File: src/rtl/tmbc_map.svh
// constants of the terminal message buffer control
`ifndef TMBC_MAP_SVH
`define TMBC_MAP_SVH

// ==========================================================
// geometry
`define TMBC_CHAR_W      7
`define TMBC_ADDR_W      9
`define TMBC_DEPTH       448
`define TMBC_LOCK_MARGIN 8

// ==========================================================
// character codes (plain defaults, not taken from any part)
`define TMBC_CODE_DOWNSHIFT 7'h1C
`define TMBC_CODE_STOP      7'h1F
`define TMBC_CODE_STOP_ALT  7'h31
`define TMBC_CODE_BKSP      7'h5D

// ==========================================================
// timing
`define TMBC_CLK_HZ      100000000
`define TMBC_TIMEOUT_S   15
`define TMBC_TIMEOUT_CYC (`TMBC_TIMEOUT_S * `TMBC_CLK_HZ)
`define TMBC_BIT_CYC     16'h03E8

// ==========================================================
// synchronised pin positions
`define TMBC_PIN_N      8
`define TMBC_PIN_ENTER  0
`define TMBC_PIN_BID    1
`define TMBC_PIN_RESET  2
`define TMBC_PIN_LOCAL  3
`define TMBC_PIN_UPPER  4
`define TMBC_PIN_BUFRX  5
`define TMBC_PIN_RECCHK 6
`define TMBC_PIN_TMOEN  7

`endif

File: src/rtl/tmbc_pkg.sv
// types of the terminal message buffer control
`include "tmbc_map.svh"

package tmbc_pkg;

    // ==========================================================
    // control states
    typedef enum logic [3:0] {
        ST_IDLE,
        ST_ENTER,
        ST_BID_STOP,
        ST_BID_WAIT,
        ST_TX_REPLY,
        ST_TX_DATA,
        ST_PRINT,
        ST_RX_BUF,
        ST_RX_PRINT
    } tmbc_state_t;

    // ==========================================================
    // register state of the main block
    typedef struct packed {
        tmbc_state_t                st;
        logic [`TMBC_PIN_N-1:0]     sync1;
        logic [`TMBC_PIN_N-1:0]     sync2;
        logic [`TMBC_PIN_N-1:0]     prev;
        logic [`TMBC_ADDR_W-1:0]    addr;
        logic [`TMBC_ADDR_W-1:0]    rx_len;
        logic [`TMBC_CHAR_W-1:0]    thr;
        logic [`TMBC_CHAR_W-1:0]    phr;
        logic                       key_wr;
        logic                       rx_step;
        logic                       rx_wr;
        logic                       tx_ld;
        logic                       tx_last;
        logic [8:0]                 shreg;
        logic [3:0]                 bitcnt;
        logic [15:0]                baud;
        logic                       sh_busy;
        logic                       line_tx;
        logic                       print_valid;
        logic                       enter_light;
        logic                       reset_light;
        logic                       kbd_lock;
        logic                       downshift;
        logic                       motor;
        logic                       line_bid;
        logic                       tx_mode;
    } tmbc_regs_t;

    // ==========================================================
    // state of the gap timer
    typedef struct packed {
        logic [31:0] cnt;
        logic        expire;
    } tmbc_tmr_t;

endpackage

File: src/rtl/tmbc_ctrl.sv
// sequential message buffer and mode control of a buffered terminal
`timescale 1ns/1ps
`include "tmbc_map.svh"

module tmbc_ctrl #(
    parameter int          DEPTH       = `TMBC_DEPTH,
    parameter int unsigned TIMEOUT_CYC = `TMBC_TIMEOUT_CYC,
    parameter logic [15:0] BIT_CYC     = `TMBC_BIT_CYC,
    parameter logic [6:0]  DOWNSHIFT   = `TMBC_CODE_DOWNSHIFT,
    parameter logic [6:0]  STOP        = `TMBC_CODE_STOP,
    parameter logic [6:0]  STOP_ALT    = `TMBC_CODE_STOP_ALT,
    parameter logic [6:0]  BKSP        = `TMBC_CODE_BKSP
) (
    // clock and reset
    input  wire logic                    i_clk,
    input  wire logic                    i_rstn,
    // operator pins and option straps
    input  wire logic                    i_enter_key,
    input  wire logic                    i_bid_key,
    input  wire logic                    i_reset_key,
    input  wire logic                    i_local_mode,
    input  wire logic                    i_printer_upper,
    input  wire logic                    i_opt_bufrx,
    input  wire logic                    i_opt_recchk,
    input  wire logic                    i_timeout_en,
    // keyboard characters
    input  wire logic                    i_key_valid,
    input  wire logic [`TMBC_CHAR_W-1:0] i_key_char,
    // line side
    input  wire logic                    i_poll,
    input  wire logic                    i_rx_valid,
    input  wire logic [`TMBC_CHAR_W-1:0] i_rx_char,
    input  wire logic                    i_rx_msg_end,
    // printer side
    input  wire logic                    i_print_ready,
    output logic                         o_print_valid,
    output logic [`TMBC_CHAR_W-1:0]      o_print_char,
    // line outputs
    output logic                         o_line_tx,
    output logic                         o_line_bid,
    output logic                         o_tx_mode,
    // operator outputs
    output logic                         o_enter_light,
    output logic                         o_reset_light,
    output logic                         o_kbd_lock,
    output logic                         o_kbd_downshift,
    output logic                         o_motor_on
);
    import tmbc_pkg::*;

    localparam logic [`TMBC_ADDR_W-1:0] LAST    = `TMBC_ADDR_W'(DEPTH - 1);
    localparam logic [`TMBC_ADDR_W-1:0] LOCK_AT = `TMBC_ADDR_W'(DEPTH - `TMBC_LOCK_MARGIN);

    tmbc_regs_t s;
    tmbc_regs_t n;

    // ==========================================================
    // buffer storage
    logic [`TMBC_CHAR_W-1:0] mem [DEPTH];
    logic                    we;
    logic [`TMBC_CHAR_W-1:0] wd;
    logic [`TMBC_CHAR_W-1:0] rd;
    logic                    tmo;

    assign rd = mem[s.addr];

    always_ff @(posedge i_clk) begin
        if (we) begin
            mem[s.addr] <= wd;
        end
    end

    // ==========================================================
    // synchronised pin levels and edges
    logic                   lcl;
    logic                   upr;
    logic                   enter_e;
    logic                   bid_e;
    logic                   reset_e;
    logic [`TMBC_CHAR_W-1:0] stop_code;

    assign lcl       = s.sync2[`TMBC_PIN_LOCAL];
    assign upr       = s.sync2[`TMBC_PIN_UPPER];
    assign enter_e   = s.sync2[`TMBC_PIN_ENTER] & ~s.prev[`TMBC_PIN_ENTER];
    assign bid_e     = s.sync2[`TMBC_PIN_BID] & ~s.prev[`TMBC_PIN_BID];
    assign reset_e   = s.sync2[`TMBC_PIN_RESET] & ~s.prev[`TMBC_PIN_RESET];
    assign stop_code = s.sync2[`TMBC_PIN_RECCHK] ? STOP_ALT : STOP;

    function automatic logic [`TMBC_ADDR_W-1:0] step(input logic [`TMBC_ADDR_W-1:0] a);
        // saturate at the last location so a runaway stream cannot wrap
        step = (a == LAST) ? a : a + `TMBC_ADDR_W'(1);
    endfunction

    // ==========================================================
    // enter timeout
    tmbc_gap_timer #(
        .CYC (TIMEOUT_CYC)
    ) u_gap (
        .i_clk    (i_clk),
        .i_rstn   (i_rstn),
        .i_run    (s.st == ST_ENTER && !lcl && s.sync2[`TMBC_PIN_TMOEN]),
        .i_kick   (i_key_valid | enter_e | bid_e | reset_e),
        .o_expire (tmo)
    );

    // ==========================================================
    // next state
    always_comb begin
        n = s;
        we = 1'b0;
        wd = s.phr;
        n.sync1 = {i_timeout_en, i_opt_recchk, i_opt_bufrx, i_printer_upper,
                   i_local_mode, i_reset_key, i_bid_key, i_enter_key};
        n.sync2 = s.sync1;
        n.prev = s.sync2;
        n.downshift = 1'b0;
        n.key_wr = 1'b0;
        n.rx_step = 1'b0;
        n.rx_wr = 1'b0;
        n.tx_ld = 1'b0;

        // shift chain, one bit per line bit time
        if (s.sh_busy) begin
            if (s.baud == 16'h0000) begin
                n.baud = BIT_CYC - 16'h0001;
                if (s.bitcnt == 4'h0) begin
                    n.sh_busy = 1'b0;
                    n.line_tx = 1'b1;
                end else begin
                    n.line_tx = s.shreg[0];
                    n.shreg = {1'b1, s.shreg[8:1]};
                    n.bitcnt = s.bitcnt - 4'h1;
                end
            end else begin
                n.baud = s.baud - 16'h0001;
            end
        end
        if (s.tx_ld) begin
            n.shreg = {1'b1, s.thr, 1'b0};
            n.bitcnt = 4'h9;
            n.baud = 16'h0000;
            n.sh_busy = 1'b1;
            n.addr = step(s.addr);
        end

        if (s.print_valid && i_print_ready) begin
            n.print_valid = 1'b0;
        end

        // receive path through both holding registers
        if (i_rx_valid && (s.st == ST_IDLE || s.st == ST_RX_BUF)) begin
            n.thr = i_rx_char;
            n.rx_step = 1'b1;
        end
        if (s.rx_step) begin
            n.phr = s.thr;
            if (s.sync2[`TMBC_PIN_BUFRX]) begin
                n.rx_wr = 1'b1;
                if (s.st == ST_IDLE) begin
                    n.st = ST_RX_BUF;
                    n.addr = '0;
                end
            end else begin
                n.print_valid = 1'b1;
            end
        end
        if (s.rx_wr) begin
            we = 1'b1;
            n.addr = step(s.addr);
        end

        unique case (s.st)
            ST_IDLE: begin
                if (enter_e) begin
                    n.st = ST_ENTER;
                    n.addr = '0;
                    n.enter_light = 1'b1;
                    n.motor = 1'b1;
                    n.kbd_lock = 1'b0;
                    n.reset_light = 1'b0;
                    n.downshift = upr;
                end
            end
            ST_ENTER: begin
                if (i_key_valid && !s.kbd_lock) begin
                    n.phr = i_key_char;
                    n.key_wr = 1'b1;
                end
                if (s.key_wr) begin
                    if (s.phr == BKSP) begin
                        if (s.addr != '0) begin
                            n.addr = s.addr - `TMBC_ADDR_W'(1);
                        end
                        n.kbd_lock = s.reset_light;
                    end else begin
                        we = 1'b1;
                        n.addr = step(s.addr);
                        if (!(^s.phr)) begin
                            n.kbd_lock = 1'b1;
                            n.reset_light = 1'b1;
                        end
                    end
                end else if (bid_e) begin
                    n.st = ST_BID_STOP;
                    n.kbd_lock = 1'b1;
                    if (upr) begin
                        wd = DOWNSHIFT;
                        we = 1'b1;
                        n.addr = step(s.addr);
                        n.downshift = 1'b1;
                    end
                end
            end
            ST_BID_STOP: begin
                wd = stop_code;
                we = 1'b1;
                if (lcl) begin
                    n.st = ST_PRINT;
                    n.addr = '0;
                end else begin
                    n.st = ST_BID_WAIT;
                    n.line_bid = 1'b1;
                end
            end
            ST_BID_WAIT: begin
                if (lcl && bid_e) begin
                    n.st = ST_PRINT;
                    n.line_bid = 1'b0;
                    n.addr = '0;
                end else if (!lcl && i_poll) begin
                    n.st = ST_TX_REPLY;
                    n.tx_mode = 1'b1;
                    n.line_bid = 1'b0;
                    n.thr = stop_code;
                    n.tx_ld = 1'b1;
                end
            end
            ST_TX_REPLY: begin
                if (!s.sh_busy && !s.tx_ld) begin
                    n.st = ST_TX_DATA;
                    n.addr = '0;
                    n.tx_last = 1'b0;
                end
            end
            ST_TX_DATA: begin
                if (!s.sh_busy && !s.tx_ld) begin
                    if (s.tx_last) begin
                        n.st = ST_IDLE;
                        n.tx_mode = 1'b0;
                        n.enter_light = 1'b0;
                        n.kbd_lock = 1'b0;
                    end else begin
                        n.thr = rd;
                        n.tx_ld = 1'b1;
                        n.tx_last = (rd == stop_code) || (s.addr == LAST);
                    end
                end
            end
            ST_PRINT: begin
                if (!s.print_valid) begin
                    if (rd == stop_code || s.addr == LAST) begin
                        n.st = ST_ENTER;
                        n.enter_light = 1'b1;
                        n.kbd_lock = s.reset_light;
                        if (upr) begin
                            wd = DOWNSHIFT;
                            we = 1'b1;
                            n.addr = step(s.addr);
                            n.downshift = 1'b1;
                        end
                    end else begin
                        n.phr = rd;
                        n.print_valid = 1'b1;
                        n.addr = step(s.addr);
                    end
                end
            end
            ST_RX_BUF: begin
                if (i_rx_msg_end && !s.rx_step && !s.rx_wr) begin
                    n.st = ST_RX_PRINT;
                    n.rx_len = s.addr;
                    n.addr = '0;
                end
            end
            ST_RX_PRINT: begin
                if (!s.print_valid) begin
                    if (s.addr == s.rx_len) begin
                        n.st = ST_IDLE;
                    end else begin
                        n.phr = rd;
                        n.print_valid = 1'b1;
                        n.addr = step(s.addr);
                    end
                end
            end
        endcase

        // transmit runs to its end; the line cannot be abandoned mid message
        if ((reset_e || tmo) && s.st != ST_TX_REPLY && s.st != ST_TX_DATA) begin
            n.st = ST_IDLE;
            n.addr = '0;
            n.enter_light = 1'b0;
            n.reset_light = 1'b0;
            n.kbd_lock = 1'b0;
            n.line_bid = 1'b0;
            n.key_wr = 1'b0;
        end
        if (n.st == ST_ENTER && n.addr >= LOCK_AT) begin
            n.kbd_lock = 1'b1;
        end
    end

    always_ff @(posedge i_clk or negedge i_rstn) begin
        if (!i_rstn) begin
            s <= '0;
            s.line_tx <= 1'b1;
        end else begin
            s <= n;
        end
    end

    // ==========================================================
    // outputs
    assign o_print_valid   = s.print_valid;
    assign o_print_char    = s.phr;
    assign o_line_tx       = s.line_tx;
    assign o_line_bid      = s.line_bid;
    assign o_tx_mode       = s.tx_mode;
    assign o_enter_light   = s.enter_light;
    assign o_reset_light   = s.reset_light;
    assign o_kbd_lock      = s.kbd_lock;
    assign o_kbd_downshift = s.downshift;
    assign o_motor_on      = s.motor;

    // ==========================================================
    // checks
    enter_entry_a: assert property (@(posedge i_clk) disable iff (!i_rstn)
        (s.st == ST_IDLE && enter_e && !reset_e && !tmo) |=>
        (s.st == ST_ENTER && s.addr == '0 && s.enter_light && s.motor))
        else $error("enter entry wrong");
    enter_downshift_a: assert property (@(posedge i_clk) disable iff (!i_rstn)
        (s.st == ST_IDLE && enter_e && upr) |=> s.downshift)
        else $error("no downshift on enter");
    store_step_a: assert property (@(posedge i_clk) disable iff (!i_rstn)
        (s.st == ST_ENTER && s.key_wr && s.phr != BKSP && s.addr != LAST
         && !reset_e && !tmo) |=> s.addr == $past(s.addr) + `TMBC_ADDR_W'(1))
        else $error("store did not step");
    bksp_back_a: assert property (@(posedge i_clk) disable iff (!i_rstn)
        (s.st == ST_ENTER && s.key_wr && s.phr == BKSP && s.addr != '0
         && !reset_e && !tmo) |=> s.addr == $past(s.addr) - `TMBC_ADDR_W'(1))
        else $error("backspace did not step back");
    parity_check_a: assert property (@(posedge i_clk) disable iff (!i_rstn)
        (s.st == ST_ENTER && s.key_wr && s.phr != BKSP && !(^s.phr)
         && !reset_e && !tmo) |=> (s.kbd_lock && s.reset_light))
        else $error("even parity not flagged");
    kbd_lock_a: assert property (@(posedge i_clk) disable iff (!i_rstn)
        (s.st == ST_ENTER && s.addr >= LOCK_AT) |-> s.kbd_lock)
        else $error("keyboard open near end");
    line_bid_a: assert property (@(posedge i_clk) disable iff (!i_rstn)
        (s.st == ST_BID_STOP && !lcl && !reset_e && !tmo) |=>
        (s.line_bid && s.st == ST_BID_WAIT))
        else $error("no line bid");
    tx_rewind_a: assert property (@(posedge i_clk) disable iff (!i_rstn)
        (s.st == ST_TX_REPLY ##1 s.st == ST_TX_DATA) |-> s.addr == '0)
        else $error("transmit not rewound");
    start_bit_a: assert property (@(posedge i_clk) disable iff (!i_rstn)
        $rose(s.sh_busy) |=> !s.line_tx)
        else $error("no start bit");
    rx_route_a: assert property (@(posedge i_clk) disable iff (!i_rstn)
        (s.rx_step && !s.sync2[`TMBC_PIN_BUFRX]) |=> (s.print_valid && s.phr == $past(s.thr)))
        else $error("receive not printed");
    rx_buffer_a: assert property (@(posedge i_clk) disable iff (!i_rstn)
        (s.rx_step && s.sync2[`TMBC_PIN_BUFRX]) |=> s.rx_wr)
        else $error("receive not buffered");
    reset_key_a: assert property (@(posedge i_clk) disable iff (!i_rstn)
        (reset_e && s.st != ST_TX_REPLY && s.st != ST_TX_DATA) |=>
        (s.st == ST_IDLE && s.addr == '0 && !s.enter_light))
        else $error("reset key ignored");

endmodule // tmbc_ctrl

File: src/rtl/tmbc_gap_timer.sv
// gap timer that expires when no operator action comes in time
`timescale 1ns/1ps
`include "tmbc_map.svh"

module tmbc_gap_timer #(
    parameter int unsigned CYC = `TMBC_TIMEOUT_CYC
) (
    // clock and reset
    input  wire logic i_clk,
    input  wire logic i_rstn,
    // control
    input  wire logic i_run,
    input  wire logic i_kick,
    // event
    output logic      o_expire
);
    import tmbc_pkg::*;

    tmbc_tmr_t t_reg;
    tmbc_tmr_t t_next;

    // ==========================================================
    // counting
    always_comb begin
        t_next        = t_reg;
        t_next.expire = 1'b0;
        if (!i_run || i_kick) begin
            t_next.cnt = 32'h0000_0000;
        end else if (t_reg.cnt == 32'(CYC - 1)) begin
            t_next.cnt    = 32'h0000_0000;
            t_next.expire = 1'b1;
        end else begin
            t_next.cnt = t_reg.cnt + 32'h0000_0001;
        end
    end

    always_ff @(posedge i_clk or negedge i_rstn) begin
        if (!i_rstn) begin
            t_reg <= '0;
        end else begin
            t_reg <= t_next;
        end
    end

    assign o_expire = t_reg.expire;

endmodule // tmbc_gap_timer

File: config.mk
export PLATFORM = sky130hd
export DESIGN_NAME = tmbc_ctrl
export DESIGN_NICKNAME = d
export VERILOG_FILES = /design/src/rtl/tmbc_pkg.sv /design/src/rtl/tmbc_ctrl.sv /design/src/rtl/tmbc_gap_timer.sv
export VERILOG_INCLUDE_DIRS = /design/src /design/src/rtl
export SDC_FILE = /design/constraint.sdc
export NUM_CORES = 2
export LEC_CHECK = 0
export ABC_AREA = 1
export BUFFER_PORTS_ARGS = -buffer_cell sky130_fd_sc_hd__buf_2
export CAP_MARGIN = 0
export CELL_PAD_IN_SITES_DETAIL_PLACEMENT = 1
export CELL_PAD_IN_SITES_GLOBAL_PLACEMENT = 1
export CORE_ASPECT_RATIO = 0.7
export CORE_UTILIZATION = 46
export DETAILED_ROUTE_END_ITERATION = 8
export PLACE_DENSITY_LB_ADDON = 0.2
export SYNTH_ARGS = -nofsm -noshare
export SYNTH_HDL_FRONTEND = slang
export SYNTH_SLANG_ARGS = --single-unit
export TNS_END_PERCENT = 50
File: constraint.sdc
create_clock -name i_clk -period 18.6 [get_ports i_clk]
set_input_delay 0.93 -clock i_clk [delete_from_list [all_inputs] [get_ports i_clk]]
set_output_delay 0.93 -clock i_clk [all_outputs]
set_load 0.005 [all_outputs]
==> reports/metrics.yaml <==
sta:
  timing.hold.ws_ns: 0.136
  hold_viol: 0
  finalClockSkew_ns: 0.0652
  min_period_over_period: 0.585
  finalWorstSetupSlack_ns: 7.72
  clock.fmax_ghz: 0.0919
  slew_viol_final: 0
  final-setup-viol-count: 0
  tightest_slew_ns: 1.37
  grt_setup_unrepaired: "false"
  finalSetupTns_ns: 0
  fin_crit_ns: 10.88
  timing.slew.headroom: 0.0803
synthesis:
  synth_top_area_share: 0.686
  synth_cell_type_count: 63
  synth-async-reset-ratio: 0.0404
  synth_seq_area_share: 0.710
  yosys.area.top_type: "edfxtp_1"
  synth_area_leaders: "edfxtp_1, nand2_1, nor2_1"
  synth_edf_count: 3136
  synthFlopType: "edfxtp_1"
  netlist_instances: 12600
  synth_nets: 12600
  postSynthAreaPerCell_um2: 10.9
  synth_seq_cells: 3268
  ys_warn_count: 0
  syn_area_mm2: 0.137
worst_setup_path:
  r2r-start: "s[67]"
  cpMostUsedCell: "nand2_1"
  critPathKind: "reg -> reg"
  reg2reg_slack_ns: 7.72
  required_ns: 19.14
  cp-end-kind: "flop"
  r2r-end: "mem[162][1]"
  critPathLaunchType: "flop"
  cp_slowest_cell: "nand4_4"
  cp_max_fo: 80
  rr_worst_depth: 29
  crit_path_max_incr_delay_ns: 1.11
  crit_path_start: "s[67]"
  worst_ep_arrival_time_ns: 11.42
drt:
  drc: 0
  antenna_left: 0
  first_iter_violations: 11000
  routed_wl_um: 452000
  viasPerCell: 5.80
  drt_pass1_iterations: 6
  via_count: 96500
  avgRoutedWirePerCell_um: 27.2
power:
  p_per_area_mw_per_mm2: 176
  finalPower_mw: 26.5
  p_leak_nw: 54.7
  peakVddDrop_mv: 0.250
clock_network:
  clock_path_buffers: 4
  cts_setup_buffers: 0
  clk_latency_ns: 0.93
  cts_resized: 0
  clkTransAtPathRegs_ns: 0.06
  postCtsHoldBufs: 1
  cts.sinks: 3268
  cts_tree: "built"
  cts_buffers: 325
  cts_root_buf: "clkbuf_16"
  htreeDepth: 5
global_routing:
  grt_pass1_wl_um: 666000
  antenna_found_initial: 21
  grt_max_degree: 191
  track_usage: 0.297
  grt_overflow: 0
  grt_pass1_vias: 98500
worst_hold_path:
  hold_start: "i_opt_recchk"
  hp-class: "in -> reg"
  hold-path-endpoint: "n[90]"
  hold_depth: 1
final_layout:
  layout_commonest_cell: "nand2_1"
  syn_to_final_growth_pct: 10.0
  fillers: 31500
  nets: 12500
  largest_register_ff_count: 3136
  drive_gt1_frac: 0.0572
  final_cells: 16600
  layout_common_cells: "nand2_1, edfxtp_1, nor2_1"
placed_design:
  io_buffers: 44
  place.gp.congestion: 0.888
  hpwl_um: 262000
  dp.cells: 16100
  pre_cts_ws_ns: 8.08
die:
  ioPinCount: 45
  core_mm2: 0.296
  dieArea_mm2: 0.301
  start_util: 0.463
  die_h_um: 459
  dieWidth_um: 655
  rows: 167
job:
  maxCapViolCount: 0
outcome:
  outcome: "completed"
==> metal layers <==
layer,up-vias,part of all wire,track usage
li1,42500,-,-
met1,49400,0.44,0.436
met2,3943,0.44,0.449
met3,689,0.088,0.0597
met4,10,0.032,0.0875
met5,-,0.00016,0
==> metrics by stage <==
step,area [um^2],utilization
2_1_floorplan,137000,-
3_3_place_gp,141000,0.475
3_5_place_dp,141000,0.475
4_1_cts,151000,0.510
5_1_grt,151000,0.510
6_report,151000,0.510
==> critical path, delay by kind of cell (launching register included) <==
kind / cells / cell delay [ns]
DFF: 1 / 1.03
buffers and inverters: 6 / 3.71
and+or+nand+nor: 23 / 5.49
==> synth_stat cells (3+ instances only) <==
cell type,n
a21o_1,5
inv_1,427
nand4_4,7
a21oi_1,99
o22ai_1,147
nand3_4,3
xnor2_1,6
nor2_1,2434
or2_2,8
mux2i_1,4
o21ai_0,1263
inv_2,4
nand2_1,3445
buf_2,344
clkbuf_1,236
dfrtp_1,131
o21a_1,4
edfxtp_1,3136
nand4_1,53
nand4_2,6
buf_6,31
a221oi_1,10
nor2_2,17
a31oi_1,14
a22o_1,4
ha_1,12
clkinv_1,9
nor4_1,4
a211oi_1,4
nor3_1,34
buf_4,57
a32oi_1,6
o221ai_1,9
nand3_1,412
o21ai_1,76
o211ai_1,17
xor2_1,25
o2111ai_1,4
nor3b_1,4
buf_1,55
a22oi_1,4
==> worst max-delay path by stage <==
stage,end,cells after the start
finish,mem[162][1],29
global route,mem[205][0],30
CTS,mem[162][1],29
detailed placement,mem[210][5],29
global placement,mem[210][4],29
floorplan,mem[0][1],21
==> power breakdown <==
group / leakage, nW / switching, mW / internal, mW / total, mW
sequential: 30.0 / 0.141 / 10.3 / 10.5
combinational: 19.6 / 7.74 / 1.69 / 9.43
clock: 5.06 / 2.90 / 3.74 / 6.63
==> cells by family after synthesis <==
group,share of synthesized area
AO/OA/AOI/OAI,0.0648
XOR/XNOR,0.00198
adder cells (fa/ha/maj),0.00109
buffers and inverters,0.0384
flip-flops,0.710
multiplexers,0.000292
AND/OR/NAND/NOR,0.183
==> layout make-up <==
| type | count | area [um^2] | share of cell area |
|---|---|---|---|
| Sequential cell | 3268 | 97500 | 0.645 |
| Multi-Input combinational cell | 8167 | 34800 | 0.230 |
| Clock buffer | 419 | 8760 | 0.0580 |
| Tap cell | 3971 | 4970 | 0.0329 |
| Timing Repair Buffer | 207 | 1750 | 0.0116 |
| Inverter | 441 | 1690 | 0.0112 |
| Clock inverter | 163 | 1610 | 0.0107 |
| Antenna cell | 5 | 12.5 | 0.0000828 |
No activity file was read; power rests on OpenSTA's default activity.
